File: config.mk
export PLATFORM = sky130hd
export DESIGN_NAME = cmbt_mask_timing
export DESIGN_NICKNAME = d
export VERILOG_FILES = /design/src/rtl/cmbt_pkg.sv /design/src/rtl/cmbt_accept.sv /design/src/rtl/cmbt_mask_timing.sv /design/src/rtl/cmbt_tq_gen.sv
export VERILOG_INCLUDE_DIRS = /design/src /design/src/rtl
export SDC_FILE = /design/constraint.sdc
export NUM_CORES = 1
export LEC_CHECK = 0
export ABC_AREA = 1
export BUFFER_PORTS_ARGS = -buffer_cell sky130_fd_sc_hd__buf_2
export CORE_MARGIN = 4
export CORE_UTILIZATION = 55
export DETAILED_ROUTE_END_ITERATION = 10
export GPL_ROUTABILITY_DRIVEN = 0
export PLACE_DENSITY_LB_ADDON = 0.1
export REMOVE_ABC_BUFFERS = 1
export SYNTH_ARGS = -nofsm -noshare
export SYNTH_HDL_FRONTEND = slang
export SYNTH_SLANG_ARGS = --single-unit
File: constraint.sdc
create_clock -name aclk -period 3.15 [get_ports aclk]
set_input_delay 0.63 -clock aclk [delete_from_list [all_inputs] [get_ports aclk]]
set_output_delay 0.63 -clock aclk [all_outputs]
set_load 0.1 [all_outputs]
File: src/rtl/cmbt_regs.svh
// Register offsets, field positions, reset values and timing counts
`ifndef CMBT_REGS_SVH
`define CMBT_REGS_SVH
`define CMBT_OFF_STD_LOW0 8'h00
`define CMBT_OFF_EXT_HIGH0 8'h04
`define CMBT_OFF_EXT_LOW0 8'h08
`define CMBT_OFF_STD_LOW1 8'h0c
`define CMBT_OFF_EXT_HIGH1 8'h10
`define CMBT_OFF_EXT_LOW1 8'h14
`define CMBT_OFF_TIMING 8'h18
`define CMBT_OFF_CTRL 8'h1c
`define CMBT_OFF_STATUS 8'h20
`define CMBT_STD_LOW_RW_MASK 8'he3
`define CMBT_FTYPE_BIT 3
`define CMBT_MASK_RESET 8'h00
`define CMBT_TIMING_RESET 8'h00
`define CMBT_CTRL_CONFIG_BIT 0
`define CMBT_CTRL_MODE_LSB 1
`define CMBT_CTRL_RESET 8'h01
`define CMBT_STUFF_RUN 3'd5
`define CMBT_OSC_NS 8
`endif

File: src/rtl/cmbt_pkg.sv
// Types shared by the mask and bit-timing block
package cmbt_pkg;
  typedef enum logic [2:0] {
    CMBT_IDLE = 3'b001,
    CMBT_RESP = 3'b010,
    CMBT_RDAT = 3'b100
  } cmbt_bus_state_t;
  typedef logic [28:0] cmbt_ident_t;
endpackage

File: src/rtl/cmbt_accept.sv
// Identifier acceptance compare for one mask set
`timescale 1ns/1ns
`include "cmbt_regs.svh"
module cmbt_accept (
  input wire logic [28:0] rx_ident,
  input wire logic rx_extended,
  input wire logic [28:0] filter_ident,
  input wire logic filter_extended,
  input wire logic [28:0] ident_mask,
  input wire logic frame_type_mask,
  output logic accept
);
  import cmbt_pkg::*;
  logic [28:0] diff;
  logic type_ok;
  // Masked compare; a zero mask bit is a don't-care
  always_comb begin
    diff = (rx_ident ^ filter_ident) & ident_mask;
    if (frame_type_mask) begin
      type_ok = (rx_extended == filter_extended);
    end else begin
      type_ok = 1'b1;
    end
    accept = type_ok && (diff == 29'h0);
  end
endmodule

File: src/rtl/cmbt_mask_timing.sv
// AXI4-Lite register block for acceptance masks and first bit-timing register
`timescale 1ns/1ns
`include "cmbt_regs.svh"
module cmbt_mask_timing (
  input wire logic aclk,
  input wire logic aresetn,
  input wire logic [7:0] s_axi_awaddr,
  input wire logic s_axi_awvalid,
  output logic s_axi_awready,
  input wire logic [31:0] s_axi_wdata,
  input wire logic [3:0] s_axi_wstrb,
  input wire logic s_axi_wvalid,
  output logic s_axi_wready,
  output logic [1:0] s_axi_bresp,
  output logic s_axi_bvalid,
  input wire logic s_axi_bready,
  input wire logic [7:0] s_axi_araddr,
  input wire logic s_axi_arvalid,
  output logic s_axi_arready,
  output logic [31:0] s_axi_rdata,
  output logic [1:0] s_axi_rresp,
  output logic s_axi_rvalid,
  input wire logic s_axi_rready,
  input wire logic [28:0] rx_ident,
  input wire logic rx_extended,
  input wire logic [28:0] filter_ident0,
  input wire logic filter_extended0,
  input wire logic [28:0] filter_ident1,
  input wire logic filter_extended1,
  input wire logic rx_bit,
  input wire logic rx_bit_valid,
  output logic [1:0] accept,
  output logic [2:0] resync_jump_width,
  output logic [5:0] quantum_prescaler,
  output logic tq_tick,
  output logic stuff_bit_next
);
  import cmbt_pkg::*;

  typedef struct packed {
    cmbt_bus_state_t wst;
    logic aw_got;
    logic w_got;
    logic [7:0] aw_addr;
    logic [31:0] w_data;
    logic [3:0] w_strb;
    logic [1:0] bresp;
    logic ar_busy;
    logic [31:0] rdata;
    logic [1:0] rresp;
    logic [7:0] std_low0;
    logic [7:0] ext_high0;
    logic [7:0] ext_low0;
    logic [7:0] std_low1;
    logic [7:0] ext_high1;
    logic [7:0] ext_low1;
    logic [7:0] timing;
    logic [7:0] ctrl;
    logic wr_refused;
    logic [1:0] accept;
    logic last_bit;
    logic [2:0] run_len;
    logic stuff_next;
    logic [2:0] jump_w;
    logic tq;
  } cmbt_state_t;

  cmbt_state_t st_reg, st_next;
  logic tq_raw;
  logic [1:0] acc_raw;
  logic [28:0] mask0, mask1;
  logic enh_mode;
  logic [7:0] std_rd0, std_rd1;

  // Enhanced modes 1 to 3 (any nonzero mode) enable the frame-type mask bit
  assign enh_mode = (st_reg.ctrl[`CMBT_CTRL_MODE_LSB+1:`CMBT_CTRL_MODE_LSB] != 2'b00);
  assign std_rd0 = st_reg.std_low0 & `CMBT_STD_LOW_RW_MASK |
    {4'h0, enh_mode & st_reg.std_low0[`CMBT_FTYPE_BIT], 3'h0};
  assign std_rd1 = st_reg.std_low1 & `CMBT_STD_LOW_RW_MASK |
    {4'h0, enh_mode & st_reg.std_low1[`CMBT_FTYPE_BIT], 3'h0};

  // Assemble 29-bit masks: ext ident 28-21 is outside this block, taken as care
  assign mask0 = {8'hff, st_reg.std_low0[7:5], st_reg.std_low0[1:0],
    st_reg.ext_high0, st_reg.ext_low0};
  assign mask1 = {8'hff, st_reg.std_low1[7:5], st_reg.std_low1[1:0],
    st_reg.ext_high1, st_reg.ext_low1};

  // Byte-lane merge of a write word into an 8-bit register
  function automatic logic [7:0] lane0(input logic [7:0] old, input logic [31:0] d,
                                       input logic [3:0] s);
    lane0 = s[0] ? d[7:0] : old;
  endfunction

  // Register file, bus engine and stuff-run tracker
  always_comb begin
    st_next = st_reg;
    st_next.accept = acc_raw;
    st_next.tq = tq_raw;
    // Write address and data channels taken in either order
    if (s_axi_awvalid && s_axi_awready) begin
      st_next.aw_got = 1'b1;
      st_next.aw_addr = s_axi_awaddr;
    end
    if (s_axi_wvalid && s_axi_wready) begin
      st_next.w_got = 1'b1;
      st_next.w_data = s_axi_wdata;
      st_next.w_strb = s_axi_wstrb;
    end
    case (st_reg.wst)
      CMBT_IDLE: begin
        if (st_reg.aw_got && st_reg.w_got) begin
          st_next.wst = CMBT_RESP;
          st_next.bresp = 2'b00;
          st_next.wr_refused = 1'b0;
          case (st_reg.aw_addr)
            `CMBT_OFF_STD_LOW0: st_next.std_low0 = lane0(st_reg.std_low0, st_reg.w_data,
                                                        st_reg.w_strb);
            `CMBT_OFF_EXT_HIGH0: st_next.ext_high0 = lane0(st_reg.ext_high0, st_reg.w_data,
                                                          st_reg.w_strb);
            `CMBT_OFF_EXT_LOW0: st_next.ext_low0 = lane0(st_reg.ext_low0, st_reg.w_data,
                                                        st_reg.w_strb);
            `CMBT_OFF_STD_LOW1: st_next.std_low1 = lane0(st_reg.std_low1, st_reg.w_data,
                                                        st_reg.w_strb);
            `CMBT_OFF_EXT_HIGH1: st_next.ext_high1 = lane0(st_reg.ext_high1, st_reg.w_data,
                                                          st_reg.w_strb);
            `CMBT_OFF_EXT_LOW1: st_next.ext_low1 = lane0(st_reg.ext_low1, st_reg.w_data,
                                                        st_reg.w_strb);
            `CMBT_OFF_TIMING: begin
              if (st_reg.ctrl[`CMBT_CTRL_CONFIG_BIT]) begin
                st_next.timing = lane0(st_reg.timing, st_reg.w_data, st_reg.w_strb);
              end else begin
                st_next.wr_refused = 1'b1;
                st_next.bresp = 2'b10;
              end
            end
            `CMBT_OFF_CTRL: st_next.ctrl = lane0(st_reg.ctrl, st_reg.w_data, st_reg.w_strb)
                                           & 8'h07;
            `CMBT_OFF_STATUS: st_next.bresp = 2'b00;
            default: st_next.bresp = 2'b10;
          endcase
        end
      end
      CMBT_RESP: begin
        if (s_axi_bready) begin
          st_next.wst = CMBT_IDLE;
          st_next.aw_got = 1'b0;
          st_next.w_got = 1'b0;
        end
      end
      default: st_next.wst = CMBT_IDLE;
    endcase
    // Read channel: one read in flight
    if (!st_reg.ar_busy && s_axi_arvalid) begin
      st_next.ar_busy = 1'b1;
      st_next.rresp = 2'b00;
      case (s_axi_araddr)
        `CMBT_OFF_STD_LOW0: st_next.rdata = {24'h0, std_rd0};
        `CMBT_OFF_EXT_HIGH0: st_next.rdata = {24'h0, st_reg.ext_high0};
        `CMBT_OFF_EXT_LOW0: st_next.rdata = {24'h0, st_reg.ext_low0};
        `CMBT_OFF_STD_LOW1: st_next.rdata = {24'h0, std_rd1};
        `CMBT_OFF_EXT_HIGH1: st_next.rdata = {24'h0, st_reg.ext_high1};
        `CMBT_OFF_EXT_LOW1: st_next.rdata = {24'h0, st_reg.ext_low1};
        `CMBT_OFF_TIMING: st_next.rdata = {24'h0, st_reg.timing};
        `CMBT_OFF_CTRL: st_next.rdata = {24'h0, st_reg.ctrl};
        `CMBT_OFF_STATUS: st_next.rdata = {28'h0, st_reg.stuff_next, st_reg.wr_refused,
                                           st_reg.accept};
        default: begin
          st_next.rdata = 32'h0;
          st_next.rresp = 2'b10;
        end
      endcase
    end else if (st_reg.ar_busy && s_axi_rready) begin
      st_next.ar_busy = 1'b0;
    end
    // Count equal bits; after five the next bit must be a stuff bit
    if (rx_bit_valid) begin
      if (st_reg.stuff_next) begin
        st_next.run_len = 3'd1;
        st_next.stuff_next = 1'b0;
      end else if (rx_bit == st_reg.last_bit) begin
        st_next.run_len = st_reg.run_len + 3'd1;
        st_next.stuff_next = (st_reg.run_len + 3'd1 == `CMBT_STUFF_RUN);
      end else begin
        st_next.run_len = 3'd1;
      end
      st_next.last_bit = rx_bit;
    end
    // Jump width held in its own flop, tracking the timing byte
    st_next.jump_w = {1'b0, st_next.timing[7:6]} + 3'd1;
  end

  // State register
  always_ff @(posedge aclk) begin
    if (!aresetn) begin
      st_reg <= '0;
      st_reg.wst <= CMBT_IDLE;
      st_reg.timing <= `CMBT_TIMING_RESET;
      st_reg.ctrl <= `CMBT_CTRL_RESET;
      st_reg.last_bit <= 1'b1;
      st_reg.jump_w <= 3'd1; // Zero jump field gives one quantum
    end else begin
      st_reg <= st_next;
    end
  end

  // Quantum generator and two acceptance comparators
  cmbt_tq_gen u_tq (
    .aclk(aclk),
    .aresetn(aresetn),
    .quantum_prescaler(st_reg.timing[5:0]),
    .tq_tick(tq_raw)
  );
  cmbt_accept u_acc0 (
    .rx_ident(rx_ident),
    .rx_extended(rx_extended),
    .filter_ident(filter_ident0),
    .filter_extended(filter_extended0),
    .ident_mask(mask0),
    .frame_type_mask(enh_mode & st_reg.std_low0[`CMBT_FTYPE_BIT]),
    .accept(acc_raw[0])
  );
  cmbt_accept u_acc1 (
    .rx_ident(rx_ident),
    .rx_extended(rx_extended),
    .filter_ident(filter_ident1),
    .filter_extended(filter_extended1),
    .ident_mask(mask1),
    .frame_type_mask(enh_mode & st_reg.std_low1[`CMBT_FTYPE_BIT]),
    .accept(acc_raw[1])
  );

  // Outputs straight from flip-flops
  assign s_axi_awready = !st_reg.aw_got && (st_reg.wst == CMBT_IDLE);
  assign s_axi_wready = !st_reg.w_got && (st_reg.wst == CMBT_IDLE);
  assign s_axi_bvalid = (st_reg.wst == CMBT_RESP);
  assign s_axi_bresp = st_reg.bresp;
  assign s_axi_arready = !st_reg.ar_busy;
  assign s_axi_rvalid = st_reg.ar_busy;
  assign s_axi_rdata = st_reg.rdata;
  assign s_axi_rresp = st_reg.rresp;
  assign accept = st_reg.accept;
  assign resync_jump_width = st_reg.jump_w;
  assign quantum_prescaler = st_reg.timing[5:0];
  assign tq_tick = st_reg.tq;
  assign stuff_bit_next = st_reg.stuff_next;

  // Checks
  property p_jump;
    @(posedge aclk) disable iff (!aresetn)
      resync_jump_width == {1'b0, st_reg.timing[7:6]} + 3'd1 && resync_jump_width != 3'd0;
  endproperty
  a_jump: assert property (p_jump) else $error("jump width wrong");
  property p_refuse;
    @(posedge aclk) disable iff (!aresetn)
      (st_reg.wst == CMBT_IDLE && st_reg.aw_got && st_reg.w_got &&
       st_reg.aw_addr == `CMBT_OFF_TIMING && !st_reg.ctrl[0]) |=> $stable(st_reg.timing);
  endproperty
  a_refuse: assert property (p_refuse) else $error("timing written outside config");
  property p_unimpl;
    @(posedge aclk) disable iff (!aresetn)
      (s_axi_arvalid && s_axi_arready && s_axi_araddr == `CMBT_OFF_STD_LOW0)
        |=> s_axi_rdata[4] == 1'b0 && s_axi_rdata[2] == 1'b0;
  endproperty
  a_unimpl: assert property (p_unimpl) else $error("unimplemented bit read one");
  property p_ftype;
    @(posedge aclk) disable iff (!aresetn)
      (s_axi_arvalid && s_axi_arready && s_axi_araddr == `CMBT_OFF_STD_LOW1 && !enh_mode)
        |=> s_axi_rdata[3] == 1'b0;
  endproperty
  a_ftype: assert property (p_ftype) else $error("frame-type bit visible in mode 0");
  property p_stuff;
    @(posedge aclk) disable iff (!aresetn)
      stuff_bit_next |-> st_reg.run_len == `CMBT_STUFF_RUN;
  endproperty
  a_stuff: assert property (p_stuff) else $error("stuff flag without five equal bits");
  property p_bhold;
    @(posedge aclk) disable iff (!aresetn)
      (s_axi_bvalid && !s_axi_bready) |=> s_axi_bvalid && $stable(s_axi_bresp);
  endproperty
  a_bhold: assert property (p_bhold) else $error("write response dropped");
  // Quantum is at least two clocks, so a tick never lasts two cycles
  property p_tick;
    @(posedge aclk) disable iff (!aresetn)
      tq_tick |=> !tq_tick;
  endproperty
  a_tick: assert property (p_tick) else $error("quantum tick too long");
  c_write: cover property (@(posedge aclk) s_axi_bvalid && s_axi_bready);
  c_read: cover property (@(posedge aclk) s_axi_rvalid && s_axi_rready);
  c_stuff: cover property (@(posedge aclk) stuff_bit_next);
  c_accept: cover property (@(posedge aclk) accept == 2'b11);
endmodule

File: src/rtl/cmbt_tq_gen.sv
// Time-quantum tick generator from the oscillator clock
`timescale 1ns/1ns
`include "cmbt_regs.svh"
module cmbt_tq_gen (
  input wire logic aclk,
  input wire logic aresetn,
  input wire logic [5:0] quantum_prescaler,
  output logic tq_tick
);
  import cmbt_pkg::*;
  typedef struct packed {
    logic [6:0] cnt;
    logic tick;
  } cmbt_tq_st_t;
  cmbt_tq_st_t st_reg, st_next;
  logic [6:0] period_m1;

  // Quantum spans 2 x (prescaler + 1) clock periods
  always_comb begin
    period_m1 = {quantum_prescaler, 1'b1};
    st_next = st_reg;
    st_next.tick = 1'b0;
    if (st_reg.cnt >= period_m1) begin
      st_next.cnt = 7'h00;
      st_next.tick = 1'b1;
    end else begin
      st_next.cnt = st_reg.cnt + 7'h01;
    end
  end

  // State register
  always_ff @(posedge aclk) begin
    if (!aresetn) begin
      st_reg <= '0;
    end else begin
      st_reg <= st_next;
    end
  end
  assign tq_tick = st_reg.tick;
endmodule

## After elaboration in Yosys (flattened, before gate mapping)

Index checks and enable logic that the tools add are counted.

| operators by class | value |
|---|---|
| $add $sub $neg | 3 |
| magnitude comparators | 1 |
| reduce and logical (&&, ||, !) cells | 31 |
| equal/unequal tests | 24 |
| muxes and demuxes | 27 |
| bitwise gates (word level) | 9 |

Operator list:

| cell | count |
|---|---|
| $pmux 8 s9 | 1 |
| $eq 8x5->1 const B | 8 |
| $and 29x29->29 | 2 |
| $logic_not 29->1 | 2 |
| $xor 29x29->29 | 2 |
| $mux 17 | 2 |
| $eq 8x4->1 const B | 4 |
| $reduce_and 4->1 | 7 |
| $mux 8 | 3 |
| $eq 8x3->1 const B | 2 |
| $eq 8x6->1 const B | 2 |
| $logic_not 8->1 | 2 |
| $or 8x4->8 | 2 |
| $mux 3 | 4 |
| $mux 1 | 10 |
| $logic_and 1x1->1 | 9 |
| $reduce_or 9->1 | 1 |
| $reduce_or 8->1 | 1 |
| $add 7x1->7 const B | 1 |
| $ge 7x7->1 | 1 |
| $mux 2 | 3 |
| $pmux 3 s2 | 1 |
| $mux 5 | 1 |
| $reduce_and 5->1 | 1 |
| other kinds (16) | 23 |

| storage, ports and cells | value |
|---|---|
| output and inout bits | 54 |
| input bits | 151 |
| register bits after elaboration | 138 |

## Longest topological paths before layout

Gate-level depths: netlist of the first run.

| logic depth | value |
|---|---|
| depth in word-level cells | 6 |
| depth in mapped cells | 13 |
| depth with buffers taken out | 12 |

## Modules after synthesis

A second synthesis of the first run with hierarchy kept.

| second synthesis, totals | value |
|---|---|
| cells, all modules | 1048 |
| area, all modules | 6570.1 um^2 |

Modules (own cells, without submodules):

| module | cells each | times used | area each (um^2) | seq. area each (um^2) |
|---|---|---|---|---|
| cmbt_mask_timing | 649 | 1 | 4765.8 | 1981.9 |
| cmbt_accept | 168 | 2 | 653.1 | 0.0 |
| cmbt_tq_gen | 63 | 1 | 498.0 | 160.2 |

## Worst setup path before layout of the first run

No wires, ideal clock.

| timing | value |
|---|---|
| kind | reg-to-reg |
| from | reg st_reg[160] (netlist name) |
| to | reg st_reg[123] (netlist name) |
| library setup time | 0.128 ns |
| clock period less this slack | 2.884 ns |
| arrival | 2.757 ns |
| required time | 3.022 ns |
| cell stages (with the launch flop) | 9 |
| buffers on the path | 1 |
| path slack | 0.266 ns |
| cells stage by stage | dfxtp_1 -> inv_1 -> ha_1 -> inv_2 -> nor2_1 -> nand2_1 -> clkbuf_1 -> o21ai_0 -> a21oi_1 |

| on the way | value |
|---|---|
| word-level cells in the longest chain between the ends | 3 |

Ends and longest elaborated chain:

| item | line | text |
|---|---|---|
| start, declared | cmbt_mask_timing.sv:68 | `cmbt_state_t st_reg, st_next;` |
| start signal, assigned | cmbt_mask_timing.sv:202 | `st_reg <= st_next;` |
| $eq 3x1->1 | cmbt_mask_timing.sv:234 | `assign s_axi_wready = !st_reg.w_got && (st_reg.wst == CMBT_IDLE);` |
| $logic_and 1x1->1 | cmbt_mask_timing.sv:234 |  |
| named net s_axi_wready | cmbt_mask_timing.sv:13 | `output logic s_axi_wready,` |
| $logic_and 1x1->1 | cmbt_mask_timing.sv:104 | `if (s_axi_wvalid && s_axi_wready) begin` |

The timed path passes the listed nets, and every way through them passes these cells.
A chain may end at the register's enable or synchronous reset.

## Final worst setup path of the first run

| timing | value |
|---|---|
| from | reg st_reg[160] (netlist name) |
| to | out s_axi_awready |

| on the way | value |
|---|---|
| word-level cells in the longest chain between the ends | 2 |

Ends and longest elaborated chain:

| item | line | text |
|---|---|---|
| $eq 3x1->1 | cmbt_mask_timing.sv:233 | `assign s_axi_awready = !st_reg.aw_got && (st_reg.wst == CMBT_IDLE);` |
| $logic_and 1x1->1 | cmbt_mask_timing.sv:233 |  |
| end, declared | cmbt_mask_timing.sv:9 | `output logic s_axi_awready,` |

No other way between the ends.

==> flow_summary.yaml, run 1 <==
placed_design:
  post-place-ws_ns: 0.8386
  dpl.hpwl_mm: 12.54
  dp_cells: 1164
  port_buffers: 151
  dpl_cell_area_sq_um: 6700
layout:
  final_cell_mix: "nand2_1, nor2_1, buf_2, dfxtp_1, inv_1"
  layout.cells.non_filler: 1180
  n_antenna_cell: 0
  largest_register_ffs: 33
  design_area_sq_um: 6924
  drive_gt1_frac: 0.1788
  area_delta_synth_final_pct: 13.29
  nets: 1199
  final_common_cell: "nand2_1"
global_routing:
  grt_start_max_net_pins: 31
  met3_usage: 0.05305
  use_met1: 0.3391
  use_met2: 0.4269
  grt_usage: 0.2562
  busiest_layer: "met2"
  grt_pass1_wl_mm: 26.50
  grt_overflow_total: 0
  grt_pass1_vias: 5529
  antenna_found_initial: 0
floorplan:
  chipWidth_um: 113.4
  start_util: 0.5638
  num_io_pins: 205
  die_h_um: 113.4
  core_region_area_sq_um: 10840
  row_count: 38
  die_area_sq_um: 12860
synthesis:
  syn_inst: 916
  post_synth_num_cell_types: 36
  synth_warnings: 0
  synth-seq-area-share: 0.3505
  netlist_area_sq_um: 6112
  synth.ff_latch_count: 107
  syn_area_per_cell_sq_um: 6.673
detailed_routing:
  wl_mm: 16.40
  via_per_inst: 5.103
  ant_nets: 0
  wl_per_cell_um: 13.89
  drc: 0
  dr.pass1.iters: 5
  drt_iter0_drc: 410
  vias: 6021
min_path:
  whs_endpoint: "tq_tick$_SDFF_PN0_"
  worstHoldStart: "u_tq.tq_tick$_SDFF_PN0_"
  min_path_cells: 2
  hold_class: "flop to flop"
cts:
  clock_latency_ns: 0.37
  post_cts_resized: 0
  cts_root_buffer: "clkbuf_8"
  cts_buffers: 9
  max-clock-path-buffers: 2
  ctsHoldBuffers: 0
  cts_max_level: 3
  post_cts_buffers: 0
  cts_tree: "yes"
  cts_sinks: 107
  path_clk_slew_ns: 0.10
power:
  switching_power_w: 0.001251
  seqPwrFrac: 0.458
  pwr-share-clk: 0.275
  power.leakage_nw: 3.440
  switching_share: 0.3670
  internal-power_w: 0.002157
  vdd_drop_max_v: 0.0005559
  powerDensity_nw_per_um2: 492.2
  comb_power_share: 0.267
setup_path:
  setup.worst_path.start_class: "flop"
  cp_top_family: "buffers and inverters"
  critPathArrivalTime_ns: 1.85
  reg2reg_setup_slack_ns: 0.95
  rr_endpoint: "resync_jump_width[1]$_SDFF_PN0_"
  worst-path-max-fanout: 5
  r2r_start: "st_reg[160]$_SDFFE_PN0P_"
  path_buf_inv: 3
  r2r_cells: 11
  crit_path_max_incr_delay_ns: 0.49
  crit_chain: "inv_1 > ha_1 > inv_2 > nor2_1 > buf_2"
  endpoint_kind: "output port"
  cpMaxStageDelayCell: "buf_2"
  required_ns: 2.52
  critPathKind: "flop to output port"
timing:
  fmax_ghz: 0.4033
  holdWs_ns: 0.4254
  setup_slack_ns: 0.6703
  finClkSkew_ns: 0.01043
  slew_headroom: 0.5784
  min_period_over_period: 0.7872
  rsz0062_at_grt: "no"
  tightest_slew_ns: 0.6309
  period_needed_ns: 2.480
  report.final.slew_viol_count: 0
  final-hold-violation-count: 0
  setup-tns-final_ns: 0
  setup_viol: 0
flow_run:
  maxCapViolations: 0
run_status:
  status: "completed"
-- kinds of logic (layout without fill, tap and decap cells) --
kind of cell / after synthesis / count (layout) / share of synthesized area
xor gates and xnor gates: 33 / 33 / 0.04729
AOI/OAI and AO/OA: 169 / 169 / 0.1490
buffers and inverters: 179 / 278 / 0.1445
DFF: 107 / 107 / 0.3505
other: 1 / 26 / 0.0006135
and+or+nand+nor: 414 / 414 / 0.2815
adders and majority gates: 13 / 13 / 0.02661
-- power groups by stage --
stage	clock (W)	sequential [W]	combinational, W
CTS	0.000955	0.00156	0.000915
floorplan	0	0.00160	0.000638
global route	0.00101	0.00157	0.00100
finish	0.000937	0.00156	0.000911
global placement	0	0.00159	0.000906
detailed placement	0	0.00159	0.000911
-- area by class of cell --
cell class                 count  area [sq um]
inverter                     103         386.6
clock inverter                 5         82.58
tap                          140         175.2
timing repair buffer         159         815.8
clock buffer                  11         141.4
fill                        1105          3916
multi-input combinational    655          3181
sequential                   107          2142
-- worst max path at each step --
stage                                  start                        to  slack [ns]  depth (start not counted)
global placement                     aresetn      accept[1]$_SDFF_PN0_        0.84                          7
CTS                 st_reg[159]$_SDFFE_PN1P_             s_axi_awready        0.64                          4
global route        st_reg[160]$_SDFFE_PN0P_             s_axi_awready        0.46                          5
finish              st_reg[160]$_SDFFE_PN0P_             s_axi_awready        0.67                          5
detailed placement                   aresetn      accept[1]$_SDFF_PN0_        0.84                          7
floorplan           st_reg[160]$_SDFFE_PN0P_  st_reg[117]$_SDFFE_PN0P_       -0.01                          7
-- per-stage QoR --
stage	utilization	power [W]
after floorplan	-	0.002234
after global placement	0.6181	0.002493
after detailed placement	0.6181	0.002500
after CTS	0.6387	0.003427
after global routing	0.6387	0.003580
final	0.6387	0.003408
-- synthesized netlist by cell type (all sizes together) --
cell type	count	area (sq um)
a41oi	1	8.760
nand4	9	56.30
o2111ai	1	8.760
ha	13	162.7
nand3	53	270.3
o22ai	8	50.05
xnor2	27	236.5
o21a	1	7.510
conb	1	3.750
or2	1	6.260
nor2	157	599.3
nor3b	1	7.510
a211oi	16	120.1
nor4	1	21.27
dfxtp	107	2142
clkbuf	14	52.55
inv	103	386.6
a21oi	73	365.4
o211ai	2	15.01
nor3	6	35.03
o21ai	67	335.3
buf	62	444.2
nand2	185	716.9
xor2	6	52.55
nand3b	1	7.510
-- layer usage --
metal / wire length (um) / vias up
met3: 1417 / 30
met5: 0 / -
met4: 433 / 0
li1: - / 3097
met2: 7447 / 231
met1: 7096 / 2663
-- worst reg2reg max path, delay by kind of cell (launching register included) --
family	cells	cell delay, ns
flops	1	0.33
compound gates	1	0.28
simple gates	5	0.79
fa+ha+maj	2	0.50
buf+inv	3	0.20
Note: power is estimated with default switching activity, not from simulation.
==> run 2: changes to the inputs <==
CORE_UTILIZATION = 46   (was 55)
clock period = 2.05 ns   (was 3.15 ns; I/O delays follow)
==> flow_summary.yaml, run 2 (synthesized netlist as in run 1, its figures left out) <==
run_status:
  status: "completed"
timing:
  slew_headroom: 0.6415
  report.final.slew_viol_count: 0
  setup_viol: 0
  rsz0062_at_grt: "no"
  holdWs_ns: 0.3074
  setup_slack_ns: 0.1984
  final-hold-violation-count: 0
  period_needed_ns: 1.852
  tightest_slew_ns: 0.5370
  finClkSkew_ns: 0.01011
  fmax_ghz: 0.5401
  min_period_over_period: 0.9032
global_routing:
  grt_usage: 0.2318
  grt_pass1_vias: 5445
  grt_pass1_wl_mm: 27.07
  grt_start_max_net_pins: 35
  antenna_found_initial: 0
  grt_overflow_total: 0
detailed_routing:
  wl_mm: 17.27
  ant_nets: 0
  drc: 0
  wl_per_cell_um: 14.07
  via_per_inst: 4.842
  drt_iter0_drc: 351
  dr.pass1.iters: 5
  vias: 5941
cts:
  clock_latency_ns: 0.35
  path_clk_slew_ns: 0.06
  cts_buffers: 9
  post_cts_buffers: 0
  ctsHoldBuffers: 0
  cts_tree: "yes"
  cts_root_buffer: "clkbuf_16"
  max-clock-path-buffers: 2
  cts_sinks: 107
  cts_max_level: 3
layout:
  final_cell_mix: "nand2_1, nor2_1, buf_2, dfxtp_1, inv_1"
  layout.cells.non_filler: 1227
  largest_register_ffs: 33
  final_common_cell: "nand2_1"
  finish.utilization: 0.5636
  n_antenna_cell: 0
  nets: 1215
  drive_gt1_frac: 0.1924
  area_delta_synth_final_pct: 18.26
power:
  power.leakage_nw: 3.578
  vdd_drop_max_v: 0.0009151
  powerDensity_nw_per_um2: 788.5
  fin_total_pwr_w: 0.005700
placed_design:
  post-place-ws_ns: 0.1265
  dp_cells: 1212
  port_buffers: 151
  dpl.hpwl_mm: 13.31
setup_path:
  r2r_start: "st_reg[160]$_SDFFE_PN0P_"
  critPathKind: "flop to output port"
  reg2reg_setup_slack_ns: 0.20
  setup.worst_path.start_class: "flop"
  critPathArrivalTime_ns: 1.44
  required_ns: 1.64
  r2r_cells: 11
  rr_endpoint: "resync_jump_width[1]$_SDFF_PN0_"
  worst-path-max-fanout: 4
  endpoint_kind: "output port"
floorplan:
  start_util: 0.4766
  chipWidth_um: 123.3
  die_h_um: 123.3
  die_area_sq_um: 15200
  core_region_area_sq_um: 12820
  row_count: 41
  num_io_pins: 205
min_path:
  hold_class: "input pin to flop"
  whs_endpoint: "st_reg[8]$_SDFFE_PN1P_"
  min_path_cells: 2
  worstHoldStart: "rx_bit_valid"
flow_run:
  maxCapViolations: 0
run 2: changes by cell type in the layout (fill, tap and decap cells not counted), sizes merged:
cell    previous run  this run
buf              159       175
inv              105       103
clkbuf            11        10
bufinv             2         1
clkinv             1         4
run 2: worst max-delay path by stage:
stage	from	end	slack [ns]	cells after the start
after floorplan	st_reg[160]$_SDFFE_PN0P_	st_reg[117]$_SDFFE_PN0P_	-1.11	7
after global placement	st_reg[160]$_SDFFE_PN0P_	resync_jump_width[1]$_SDFF_PN0_	0.15	11
after detailed placement	st_reg[160]$_SDFFE_PN0P_	resync_jump_width[1]$_SDFF_PN0_	0.13	11
after CTS	st_reg[160]$_SDFFE_PN0P_	s_axi_wready	0.07	5
after global routing	quantum_prescaler[3]$_SDFFE_PN0P_	u_tq.st_reg[3]$_SDFF_PP0_	0.02	7
final	st_reg[160]$_SDFFE_PN0P_	s_axi_awready	0.20	6
run 2: what timing repair did:
item                                   4_1_cts  5_1_grt
endpoints found under the hold margin        0        0
setup endpoints to repair                    0        2
resized for setup                            0        2
run 2: metrics by stage:
step | setup TNS [ns] | area, sq um
after CTS | 0 | 7221
final | 0 | 7228
after global placement | 0 | 6928
after floorplan | -23.98 | 5709
after global routing | 0 | 7228
after detailed placement | 0 | 6928
run 2: routing by layer:
layer	routed length, um	vias to the layer above	track usage
met2	7871	175	0.3741
met4	301	0	0.08097
met5	0	-	0
met3	1026	19	0.02790
met1	8071	2622	0.3208
li1	-	3125	-
run 2: layout make-up:
type	count	area (sq um)
flip-flops and latches	107	2142
well taps	172	215.2
repair buffers	175	1003
clock inverters	5	53.80
multi-input cells	655	3188
fillers	1323	5597
inverters	103	386.6
clock buffers	10	239.0
run 2: where the power goes:
part / leakage [nW] / switching, W / total (W) / internal [W]
Clock: 0.148 / 0.000786 / 0.00176 / 0.000971
Sequential: 0.867 / 0.000163 / 0.00239 / 0.00223
Combinational: 2.56 / 0.00108 / 0.00156 / 0.000475
run 2: critical path, stage by stage (launching register included):
cell and delay [ns]:
dfxtp_1 0.32, inv_1 0.09, ha_1 0.18, inv_2 0.07
nor2_1 0.12, buf_4 0.15, buf_12 0.17
==> run 3: changes to the inputs <==
ABC_AREA = default   (was 1)
CORE_UTILIZATION = 51   (was 46)
HOLD_SLACK_MARGIN = 0.15   (was default)
clock period = 1.8 ns   (was 2.05 ns; I/O delays follow)
==> flow_summary.yaml, run 3 <==
synthesis:
  synth_ff_type: "dfxtp_1"
  post_synth_num_cell_types: 59
  synth.ff_latch_count: 107
  synthTopCellsByArea: "dfxtp_1, xor2_1, nand2_1"
  synth_edf_count: 0
  synth_warnings: 0
  syn_inst: 695
  syn_area_per_cell_sq_um: 8.623
  synth_top_area_cell: "dfxtp_1"
  ys_top_cells_by_count: "nand2_1, dfxtp_1, xor2_1"
  yosysTopAreaCellShare: 0.3574
  netlist_area_sq_um: 5993
  synth-seq-area-share: 0.3574
  synthArstFlopShare: 0
  synth_most_common_cell: "nand2_1"
setup_path:
  endpoint_kind: "flop"
  crit_chain: "or4_4 > nor4_4 > nand3_4 > mux2_4 > ha_4 > and2_4"
  cp_top_family: "simple AND/OR/NAND/NOR gates"
  crit_path_max_incr_delay_ns: 0.55
  worst-path-max-fanout: 3
  setup.worst_path.start_class: "flop"
  critPathArrivalTime_ns: 2.31
  path_buf_inv: 0
  critPathKind: "flop to flop"
  cpMaxStageDelayCell: "or4_4"
  required_ns: 2.05
global_routing:
  grt_overflow_total: 0
  grt_pass1_wl_mm: 27.23
  grt_start_max_net_pins: 63
  grt_usage: 0.2580
  grt_pass1_vias: 5343
  antenna_found_initial: 0
detailed_routing:
  drc: 0
  vias: 5531
  via_per_inst: 5.514
  drt_iter0_drc: 465
  wl_per_cell_um: 17.62
  dr.pass1.iters: 5
  ant_nets: 0
  wl_mm: 17.68
timing:
  setup_slack_ns: -0.2577
  min_period_over_period: 1.143
  final-hold-violation-count: 0
  holdWs_ns: 0.2487
  tightest_slew_ns: 0.7396
  slew_headroom: 0.5051
  period_needed_ns: 2.058
  fmax_ghz: 0.4860
  finClkSkew_ns: 0.006692
  setup_viol: 51
  rsz0062_at_grt: "yes"
  report.final.slew_viol_count: 0
power:
  powerDensity_nw_per_um2: 834.3
  power.leakage_nw: 3.212
  switching_share: 0.3210
  seqPwrFrac: 0.404
  pwr-share-clk: 0.344
  internal-power_w: 0.004321
  vdd_drop_max_v: 0.0007734
  switching_power_w: 0.002043
  comb_power_share: 0.253
cts:
  ctsHoldBuffers: 0
  path_clk_slew_ns: 0.07
  cts_sinks: 107
  cts_tree: "yes"
  cts_buffers: 9
  cts_max_level: 3
  cts_root_buffer: "clkbuf_16"
  max-clock-path-buffers: 2
  clock_latency_ns: 0.35
min_path:
  hold_class: "input pin to flop"
layout:
  area_delta_synth_final_pct: 27.27
  design_area_sq_um: 7627
  nets: 1019
  layout.cells.non_filler: 1003
  fillers: 973
  n_antenna_cell: 0
  final_cell_mix: "buf_2, nand2_1, dfxtp_1, xor2_1, buf_4"
  drive_gt1_frac: 0.3395
  multi_input_area_sq_um: 3641
  seq_area_sq_um: 2146
  final_common_cell: "buf_2"
  largest_register_ffs: 33
floorplan:
  die_h_um: 116.4
  num_io_pins: 205
  row_count: 39
  chipWidth_um: 116.4
  die_area_sq_um: 13550
  core_region_area_sq_um: 11470
  start_util: 0.5226
flow_run:
  maxCapViolations: 0
placed_design:
  dpl.hpwl_mm: 13.80
  port_buffers: 151
  dpl_cell_area_sq_um: 6923
  dp_cells: 981
  post-place-ws_ns: -0.3636
run_status:
  status: "finished with violations"
  violations: "negative setup slack"
## run 3: cell count changes in the layout (fill, tap and decap cells not counted), sizes merged, moves of 26 or more
cell    previous run  this run
a21boi             0        44
a21oi             73         7
buf              175       201
inv              103        19
nand2            185       110
nor2             157        15
o21ai             67        35
xor2               6        54
## run 3: repair_timing
item	CTS	global route
setup buffers	8	1
pin swaps	13	14
gates cloned	2	0
resized for setup	65	22
endpoints found under the setup margin	56	66
## run 3: routing by layer
metal | wire, um | part of all wire | vias to the layer above | GRT usage
met4 | 294 | 0.017 | 0 | 0.06342
li1 | - | - | 2670 | -
met5 | 0 | 0 | - | 0
met1 | 7139 | 0.40 | 2609 | 0.3239
met2 | 8872 | 0.50 | 227 | 0.4615
met3 | 1370 | 0.078 | 25 | 0.04145
## run 3: cell type report
class                           count  area share
Sequential cell                   107      0.2813
Inverter                           17    0.008366
Multi-Input combinational cell    519      0.4774
Clock inverter                      6     0.01247
Tap cell                          143     0.02346
Timing Repair Buffer              201      0.1657
Clock buffer                       10     0.03133
## run 3: cells by family (layout without fill, tap and decap cells)
kind of cell    Yosys count  count (layout)  share of synthesized area
fa+ha+maj                13              13                    0.02714
simple gates            243             243                     0.1992
buf+inv                  94             234                    0.09353
flops                   107             107                     0.3574
other cells               1              26                  0.0006257
compound gates          144             144                     0.1741
mux                      26              26                    0.05010
xor+xnor                 67              67                    0.09791
## run 3: power by group through the flow
stage                     Clock (W)  Sequential (W)  Combinational, W
after floorplan                   0         0.00268          0.000857
after detailed placement          0         0.00262           0.00151
after CTS                   0.00221         0.00257           0.00161
after global placement            0         0.00261           0.00148
after global routing        0.00231         0.00258           0.00173
final                       0.00219         0.00257           0.00161
## run 3: worst min-delay path: cells and delay by family
kind	cells	cell delay (ns)
and+or+nand+nor	1	0.06
muxes	1	0.06
buffers and inverters	1	0.09
## run 3: metrics by stage
step           TNS, ns    util  total power (W)
3_5_place_dp    -8.961  0.6037         0.004130
4_1_cts         -7.733  0.6585         0.006392
3_3_place_gp    -6.750  0.6037         0.004094
6_report        -4.984  0.6651         0.006363
5_1_grt         -9.506  0.6651         0.006616
2_1_floorplan   -31.38       -         0.003542
## run 3: final timing paths
check                                start                         endpoint  slack, ns  cells after the start
setup / recovery  st_reg[156]$_SDFFE_PN0P_  resync_jump_width[1]$_SDFF_PN0_      -0.26                      6
hold / removal                      rx_bit           st_reg[8]$_SDFFE_PN1P_       0.25                      3
setup reg to reg  st_reg[156]$_SDFFE_PN0P_  resync_jump_width[1]$_SDFF_PN0_      -0.26                      6
hold reg to reg    u_tq.tq_tick$_SDFF_PN0_               tq_tick$_SDFF_PN0_       0.44                      1
